File: src/tpt_params.svh
`ifndef TPT_PARAMS_SVH
`define TPT_PARAMS_SVH
// special function register addresses
`define TPT_ADDR_CLKCTL 8'h8e
`define TPT_ADDR_T2CTL 8'hc8
`define TPT_ADDR_RCAPL 8'hca
`define TPT_ADDR_RCAPH 8'hcb
`define TPT_ADDR_CNTL 8'hcc
`define TPT_ADDR_CNTH 8'hcd
// reset values
`define TPT_CLKCTL_RST 8'h01
`define TPT_T2CTL_RST 8'h00
`define TPT_CNT_RST 16'h0000
// timer_clock_control fields
`define TPT_BIT_T2FAST 5
`define TPT_BIT_T1FAST 4
`define TPT_BIT_T0FAST 3
`define TPT_CLKCTL_MASK 8'h3f
`define TPT_MOVE_BASE 4'h2
// timer2_control fields
`define TPT_BIT_OVF 7
`define TPT_BIT_EXF 6
`define TPT_BIT_RXSRC 5
`define TPT_BIT_TXSRC 4
`define TPT_BIT_TRIGEN 3
`define TPT_BIT_RUN 2
`define TPT_BIT_CTSEL 1
`define TPT_BIT_CPRL 0
// prescaler: last count value and tick match values
`define TPT_PRE_LAST 4'hb
`define TPT_PRE_SLOW_TICK 4'hb
`define TPT_PRE_FAST_TICK 2'h3
`define TPT_CNT_MAX 16'hffff
`endif

File: src/tpt_pkg.sv
package tpt_pkg;
  typedef enum logic [3:0] {
    TPT_OFF = 4'h1,
    TPT_CAPTURE = 4'h2,
    TPT_RELOAD = 4'h4,
    TPT_BAUD = 4'h8
  } tpt_mode_e;
  typedef logic [7:0] tpt_byte_t;
endpackage : tpt_pkg

File: src/tpt_fall_sync.sv
`timescale 1ns/10ps
module tpt_fall_sync (
  input wire logic clk,
  input wire logic sys_rst,
  input wire logic pinIn,
  output logic fallPulse
);
  logic meta_r;
  logic sync_r;
  logic prev_r;
  // meta_r feeds only sync_r; edge check looks at later stages
  always_ff @(posedge clk or posedge sys_rst) begin
    if (sys_rst) begin
      meta_r <= 1'b1;
      sync_r <= 1'b1;
      prev_r <= 1'b1;
      fallPulse <= 1'b0;
    end else begin
      meta_r <= pinIn;
      sync_r <= meta_r;
      prev_r <= sync_r;
      fallPulse <= prev_r & ~sync_r;
    end
  end
endmodule : tpt_fall_sync

File: src/tpt_timer2.sv
//
// Functional notes
// - clock-select bits 5/4/3: set gives four-clock ticks, clear twelve
// - all three clock-select bits read zero after reset
// - clock-select bits do not affect external pin counting
// - baud mode internal count ticks every two clocks, ignores select
// - stretch field sets move length two plus field, resets to one
// - overflow flag set on 0xffff overflow only when both sources zero
// - software writing one to either flag sets it, raising interrupt
// - external flag set on any enabled trigger edge, baud mode included
// - receive source bit picks timer2 or timer1 overflow, modes 1/3
// - transmit source bit picks timer2 or timer1 overflow, modes 1/3
// - trigger edge captures or reloads only when enabled and not in baud mode
// - timer2 counts only while run bit is one
// - count select: zero prescaled clock, one falling pin edges
// - either source bit forces baud mode; else select capture/reload
// - capture mode trigger edge copies count bytes, count continues
// - reload mode overflow sets flag and reloads count
// - reload mode trigger edge forces a reload
// - baud overflow pulses shift clock, no flag, still reloads
// - in baud mode only the external flag raises interrupt
// - count and capture value split into low and high bytes
`timescale 1ns/10ps
`include "tpt_params.svh"
module tpt_timer2 (
  input wire logic clk,
  input wire logic sys_rst,
  input wire logic [7:0] sfrAddr,
  input wire logic sfrWrEn,
  input wire tpt_pkg::tpt_byte_t sfrWrData,
  input wire logic sfrRdEn,
  output tpt_pkg::tpt_byte_t sfrRdData,
  input wire logic extCountPin,
  input wire logic triggerInput,
  input wire logic timer1Overflow,
  input wire logic [1:0] serialMode,
  output logic timer2Irq,
  output logic rxShiftClk,
  output logic txShiftClk,
  output logic timer0Tick,
  output logic timer1Tick,
  output logic [2:0] externalMoveStretch,
  output logic [3:0] externalMoveCycles
);
  import tpt_pkg::*;

  ////////////////////////////////////////////////////////////////////////
  logic [7:0] clkCtl_r;
  logic [7:0] t2Ctl_r;
  logic [15:0] count_r;
  logic [15:0] countNxt;
  logic [15:0] rcap_r;
  logic [15:0] rcapNxt;
  logic [3:0] pre_r;
  logic tick2;
  logic tick4;
  logic tick12;
  logic extFall;
  logic trigFall;
  logic incEn;
  logic ovf;
  logic baud;
  logic trigEvt;
  logic ovfSet;
  logic exfSet;
  logic ovfNxt;
  logic exfNxt;
  logic wrClk;
  logic wrCtl;
  logic wrRl;
  logic wrRh;
  logic wrCl;
  logic wrCh;
  tpt_mode_e mode;

  assign wrClk = sfrWrEn && sfrAddr == `TPT_ADDR_CLKCTL;
  assign wrCtl = sfrWrEn && sfrAddr == `TPT_ADDR_T2CTL;
  assign wrRl = sfrWrEn && sfrAddr == `TPT_ADDR_RCAPL;
  assign wrRh = sfrWrEn && sfrAddr == `TPT_ADDR_RCAPH;
  assign wrCl = sfrWrEn && sfrAddr == `TPT_ADDR_CNTL;
  assign wrCh = sfrWrEn && sfrAddr == `TPT_ADDR_CNTH;

  ////////////////////////////////////////////////////////////////////////
  // pin edge detection
  tpt_fall_sync u_countPin (
    .clk(clk),
    .sys_rst(sys_rst),
    .pinIn(extCountPin),
    .fallPulse(extFall)
  );
  tpt_fall_sync u_trigger (
    .clk(clk),
    .sys_rst(sys_rst),
    .pinIn(triggerInput),
    .fallPulse(trigFall)
  );

  ////////////////////////////////////////////////////////////////////////
  // shared prescaler; one counter gives /2, /4 and /12 so ticks stay aligned
  always_ff @(posedge clk or posedge sys_rst) begin
    if (sys_rst) begin
      pre_r <= 4'h0;
    end else if (pre_r == `TPT_PRE_LAST) begin
      pre_r <= 4'h0;
    end else begin
      pre_r <= pre_r + 4'h1;
    end
  end
  assign tick2 = pre_r[0];
  assign tick4 = pre_r[1:0] == `TPT_PRE_FAST_TICK;
  assign tick12 = pre_r == `TPT_PRE_SLOW_TICK;

  // timer0/1 ticks leave for their counters; selects are independent
  always_ff @(posedge clk or posedge sys_rst) begin
    if (sys_rst) begin
      timer0Tick <= 1'b0;
      timer1Tick <= 1'b0;
    end else begin
      timer0Tick <= clkCtl_r[`TPT_BIT_T0FAST] ? tick4 : tick12;
      timer1Tick <= clkCtl_r[`TPT_BIT_T1FAST] ? tick4 : tick12;
    end
  end

  ////////////////////////////////////////////////////////////////////////
  // clock control register
  always_ff @(posedge clk or posedge sys_rst) begin
    if (sys_rst) begin
      clkCtl_r <= `TPT_CLKCTL_RST;
    end else if (wrClk) begin
      clkCtl_r <= sfrWrData & `TPT_CLKCTL_MASK;
    end
  end

  always_ff @(posedge clk or posedge sys_rst) begin
    if (sys_rst) begin
      externalMoveStretch <= 3'h1;
      externalMoveCycles <= 4'h3;
    end else begin
      externalMoveStretch <= clkCtl_r[2:0];
      externalMoveCycles <= `TPT_MOVE_BASE + {1'b0, clkCtl_r[2:0]};
    end
  end

  ////////////////////////////////////////////////////////////////////////
  // mode decode and count enable
  assign baud = t2Ctl_r[`TPT_BIT_RXSRC] | t2Ctl_r[`TPT_BIT_TXSRC];

  always_comb begin
    if (!t2Ctl_r[`TPT_BIT_RUN]) begin
      mode = TPT_OFF;
    end else if (baud) begin
      mode = TPT_BAUD;
    end else if (t2Ctl_r[`TPT_BIT_CPRL]) begin
      mode = TPT_CAPTURE;
    end else begin
      mode = TPT_RELOAD;
    end
  end

  // external count source skips the prescaler entirely
  always_comb begin
    case (mode)
      TPT_OFF: incEn = 1'b0;
      TPT_BAUD: begin
        // external baud base relies on software choosing the pin
        if (t2Ctl_r[`TPT_BIT_CTSEL]) begin
          incEn = extFall;
        end else begin
          incEn = tick2;
        end
      end
      TPT_CAPTURE, TPT_RELOAD: begin
        if (t2Ctl_r[`TPT_BIT_CTSEL]) begin
          incEn = extFall;
        end else begin
          incEn = clkCtl_r[`TPT_BIT_T2FAST] ? tick4 : tick12;
        end
      end
      default: incEn = 1'b0;
    endcase
  end

  assign ovf = incEn && count_r == `TPT_CNT_MAX;
  // trigger edge ignored when disabled or generating baud rates
  assign trigEvt = trigFall && t2Ctl_r[`TPT_BIT_TRIGEN] && !baud;

  ////////////////////////////////////////////////////////////////////////
  // count and capture/reload bytes; a software byte write wins
  always_comb begin
    countNxt = count_r;
    if (incEn) begin
      countNxt = count_r + 16'h0001;
    end
    if (ovf && mode != TPT_CAPTURE) begin
      countNxt = rcap_r;
    end
    if (trigEvt && !t2Ctl_r[`TPT_BIT_CPRL]) begin
      countNxt = rcap_r;
    end
    if (wrCl) begin
      countNxt[7:0] = sfrWrData;
    end
    if (wrCh) begin
      countNxt[15:8] = sfrWrData;
    end
  end

  always_comb begin
    rcapNxt = rcap_r;
    if (trigEvt && t2Ctl_r[`TPT_BIT_CPRL]) begin
      rcapNxt = count_r;
    end
    if (wrRl) begin
      rcapNxt[7:0] = sfrWrData;
    end
    if (wrRh) begin
      rcapNxt[15:8] = sfrWrData;
    end
  end

  always_ff @(posedge clk or posedge sys_rst) begin
    if (sys_rst) begin
      count_r <= `TPT_CNT_RST;
      rcap_r <= `TPT_CNT_RST;
    end else begin
      count_r <= countNxt;
      rcap_r <= rcapNxt;
    end
  end

  ////////////////////////////////////////////////////////////////////////
  // control register; hardware set beats a same-cycle software clear
  assign ovfSet = ovf && !baud;
  assign exfSet = trigFall && t2Ctl_r[`TPT_BIT_TRIGEN];
  assign ovfNxt = ovfSet | (wrCtl ? sfrWrData[`TPT_BIT_OVF]
                                  : t2Ctl_r[`TPT_BIT_OVF]);
  assign exfNxt = exfSet | (wrCtl ? sfrWrData[`TPT_BIT_EXF]
                                  : t2Ctl_r[`TPT_BIT_EXF]);

  always_ff @(posedge clk or posedge sys_rst) begin
    if (sys_rst) begin
      t2Ctl_r <= `TPT_T2CTL_RST;
    end else begin
      t2Ctl_r[`TPT_BIT_OVF] <= ovfNxt;
      t2Ctl_r[`TPT_BIT_EXF] <= exfNxt;
      if (wrCtl) begin
        t2Ctl_r[5:0] <= sfrWrData[5:0];
      end
    end
  end

  // interrupt request follows either flag
  always_ff @(posedge clk or posedge sys_rst) begin
    if (sys_rst) begin
      timer2Irq <= 1'b0;
    end else begin
      timer2Irq <= ovfNxt | exfNxt;
    end
  end

  ////////////////////////////////////////////////////////////////////////
  // serial shift clocks, only meaningful in serial modes 1 and 3
  always_ff @(posedge clk or posedge sys_rst) begin
    if (sys_rst) begin
      rxShiftClk <= 1'b0;
      txShiftClk <= 1'b0;
    end else begin
      rxShiftClk <= serialMode[0] && (t2Ctl_r[`TPT_BIT_RXSRC] ?
                    (ovf && baud) : timer1Overflow);
      txShiftClk <= serialMode[0] && (t2Ctl_r[`TPT_BIT_TXSRC] ?
                    (ovf && baud) : timer1Overflow);
    end
  end

  ////////////////////////////////////////////////////////////////////////
  // register read port; unmapped addresses read zero
  always_ff @(posedge clk or posedge sys_rst) begin
    if (sys_rst) begin
      sfrRdData <= 8'h00;
    end else if (sfrRdEn) begin
      case (sfrAddr)
        `TPT_ADDR_CLKCTL: sfrRdData <= clkCtl_r;
        `TPT_ADDR_T2CTL: sfrRdData <= t2Ctl_r;
        `TPT_ADDR_RCAPL: sfrRdData <= rcap_r[7:0];
        `TPT_ADDR_RCAPH: sfrRdData <= rcap_r[15:8];
        `TPT_ADDR_CNTL: sfrRdData <= count_r[7:0];
        `TPT_ADDR_CNTH: sfrRdData <= count_r[15:8];
        default: sfrRdData <= 8'h00;
      endcase
    end
  end
endmodule : tpt_timer2

File: config.mk
export PLATFORM = sky130hd
export DESIGN_NAME = tpt_timer2
export DESIGN_NICKNAME = d
export VERILOG_FILES = /design/src/tpt_pkg.sv /design/src/tpt_fall_sync.sv /design/src/tpt_timer2.sv
export VERILOG_INCLUDE_DIRS = /design/src
export SDC_FILE = /design/constraint.sdc
export NUM_CORES = 1
export LEC_CHECK = 0
export BUFFER_PORTS_ARGS = -buffer_cell sky130_fd_sc_hd__buf_2
export CORE_MARGIN = 10
export CORE_UTILIZATION = 60
export DETAILED_ROUTE_END_ITERATION = 6
export HOLD_SLACK_MARGIN = 0.06
export PLACE_DENSITY = 0.81
export SLEW_MARGIN = 20
export SYNTH_ARGS = -nofsm -noshare
export SYNTH_HDL_FRONTEND = slang
export SYNTH_SLANG_ARGS = --single-unit
File: constraint.sdc
create_clock -name clk -period 7 [get_ports clk]
set_clock_uncertainty 0.2 [all_clocks]
set_input_delay 0.35 -clock clk [delete_from_list [all_inputs] [get_ports clk]]
set_output_delay 0.35 -clock clk [all_outputs]
set_load 0.05 [all_outputs]
==> flow_metrics.tcl <==
set metrics [dict create \
    worstMarginPinSlew_ns 0.922 \
    dr.pass1.iters 5 \
    swShare_pct 33.9 \
    fin_area_um2 4520 \
    period_share_pct 38.1 \
    rsz0062_at_grt "no" \
    p_leak_nw 2.06 \
    portBuffers 43 \
    cp.arrival_ns 2.70 \
    yosys.area.top_type "dfrtp_1" \
    multi_input_area_um2 2020 \
    antenna_cells 0 \
    relSlewSlack_pct 38.5 \
    wl_um 10800 \
    cts_max_level 3 \
    drive_gt1_share_pct 21.5 \
    async_flop_share_pct 100 \
    detailed_place.area_um2 4320 \
    dp_hpwl_um 7870 \
    cts.path.max_buffers 2 \
    status "finished, final reports clean" \
    setup_slack_ns 4.34 \
    synth_cell_types 57 \
    total_power_mw 1.10 \
    yosys-top-cells-area "dfrtp_1, mux2i_1, dfstp_2" \
    maxCapViolCount 0 \
    synth_top_area_share_pct 41.5 \
    grt-ovfl-total 0 \
    critPathRequiredTime_ns 7.04 \
    gp_congestion 0.991 \
    dieWidth_um 103 \
    vdd_drop_max_v 0.000141 \
    num_vias 3416 \
    fin_setup_tns_ns 0 \
    ys_seq_area_share_pct 47.3 \
    end_kind "register" \
    antenna_left 0 \
    drtIter0Drc 228 \
    seqPwrFrac_pct 52.9 \
    start_util_pct 61.0 \
    regArea_um2 1940 \
    max_freq_ghz 0.375 \
    vias_per_cell 6.37 \
    clockPowerShare_pct 27.8 \
    syn_avg_cell_area_um2 9.86 \
    setup_violations 0 \
    dieHeight_um 103 \
    switching_power_mw 0.373 \
    synth_flop_cell "dfrtp_1" \
    grt_pass1_wl_um 17500 \
    crit_type "register to register" \
    synth_edf_count 0 \
    coreArea_um2 6720 \
    intPower_mw 0.727 \
    nFillCells 527 \
    finalHoldViolations 0 \
    slew_viol_final 0 \
    clock_latency_ns 0.36 \
    areaGrowthSynthToFinish_pct 10.3 \
    synthMostInstantiatedCell "dfrtp_1" \
    place_ws_ns 4.45 \
    clk_pin_slew_ns 0.08 \
    synth_area_um2 4100 \
    die-area_um2 10500 \
    cts_tree "yes" \
    yosys-top-cells-count "dfrtp_1, nor2_1, nand2_1, a21oi_1, mux2i_1" \
    wl_per_cell_um 20.2 \
    utilization_pct 67.3 \
    syn_nets 444 \
    ys_ff_latch 77 \
    p_comb_share_pct 19.3 \
    finalWorstPathRequiredPeriod_ns 2.66 \
    cp_max_fo 8 \
    syn_inst 416 \
    power_density_nw_per_um2 243 \
    layout.nets 479 \
    antenna_found_initial 0 \
    rows 30 \
    cts_made_buffers 9 \
    post-route-drc-count 0 \
    holdCritPathClass "input pin to async pin" \
    grt_pass1_vias 3371 \
    grt_max_degree 78 \
    ios 45 \
    yosysWarnings 0 \
    cts_sinks 77 \
    grtUsageTotal_pct 21.8 \
    cp-start-kind "register" \
    cts_root_buffer "clkbuf_8" \
]
==> flip-flops by register name, indices dropped and copies added (netlist names), 2 cells and up <==
| signal | count |
|---|---|
| sfrRdData | 8 |
| rcap_r | 16 |
| externalMoveCycles | 4 |
| pre_r | 4 |
| externalMoveStretch | 2 |
| t2Ctl_r | 8 |
| count_r | 16 |
| clkCtl_r | 6 |
==> final cells by class <==
| class | count | area share [%] |
|---|---|---|
| Clock buffer | 11 | 3.13 |
| Sequential cell | 77 | 42.8 |
| Clock inverter | 5 | 0.775 |
| Tap cell | 80 | 2.21 |
| Multi-Input combinational cell | 308 | 44.7 |
| Inverter | 7 | 0.581 |
| Timing Repair Buffer | 48 | 5.75 |
==> placed cells by master, fill, tap and decap left out, types with 9 or more instances in the layout <==
cell / count
dfrtp_1: 68
dfstp_2: 9
mux2_2: 13
nand2_1: 44
mux2i_1: 28
o21ai_0: 19
nand3_1: 9
buf_2: 43
clkbuf_8: 10
nor2_1: 50
a21oi_1: 30
and3_1: 9
==> worst max-delay path: stages, from the launching register on <==
cell and delay [ns]:
dfrtp_1 0.49, nor2_2 0.29, o211ai_2 0.21, a21oi_1 0.60, nor2_1 0.35, o21ai_0 0.26
a31oi_1 0.12
==> cell families (layout without fill, tap and decap cells) <==
group | after synthesis | count (layout) | share of synthesized area (%)
muxes | 41 | 41 | 10.4
buffers and inverters | 31 | 71 | 3.42
and+or+nand+nor | 148 | 148 | 17.9
DFF | 77 | 77 | 47.3
AOI/OAI and AO/OA | 102 | 102 | 17.1
xor gates and xnor gates | 14 | 14 | 2.99
adders and majority gates | 3 | 3 | 0.916
==> worst paths after layout <==
kind                                             start                     endpoint  slack [ns]  cells after the start
max                             t2Ctl_r[5]$_DFFE_PP0P_       count_r[0]$_DFFE_PP0P_        4.34                      6
min                                            sys_rst       t2Ctl_r[3]$_DFFE_PP0P_        0.07                      3
max reg2reg                     t2Ctl_r[5]$_DFFE_PP0P_       count_r[0]$_DFFE_PP0P_        4.34                      6
min reg2reg                u_countPin.meta_r$_DFF_PP1_  u_countPin.sync_r$_DFF_PP1_        0.16                      0
max in group asynchronous                      sys_rst       count_r[7]$_DFFE_PP0P_        5.93                      3
min in group clk                        timer1Overflow         rxShiftClk$_DFF_PP0_        0.10                      3
==> power by group through the flow <==
stage          clock (mW)  combinational, mW  sequential, mW
3_3_place_gp            0              0.200           0.585
6_report            0.306              0.212           0.582
3_5_place_dp            0              0.209           0.586
4_1_cts             0.308              0.210           0.578
2_1_floorplan           0              0.174           0.559
5_1_grt             0.334              0.236           0.590
==> repair_timing <==
action	4_1_cts	5_1_grt
setup buffers	0	0
resized for setup	0	0
hold buffers	3	0
endpoints found under the hold margin	4	0
==> through the flow <==
stage,instances,hold WS (ns)
floorplan,416,0.145
global placement,517,0.147
detailed placement,517,0.147
CTS,536,0.101
global route,536,0.113
finish,536,0.0672
==> layer usage <==
metal	up-vias	wire length, um	global-route usage [%]
met5	-	0	0
met4	0	354	10.4
met1	1643	4530	28.6
met3	33	903	4.16
li1	1567	-	-
met2	173	5010	33.7
Power figures use the tool's default switching activity.
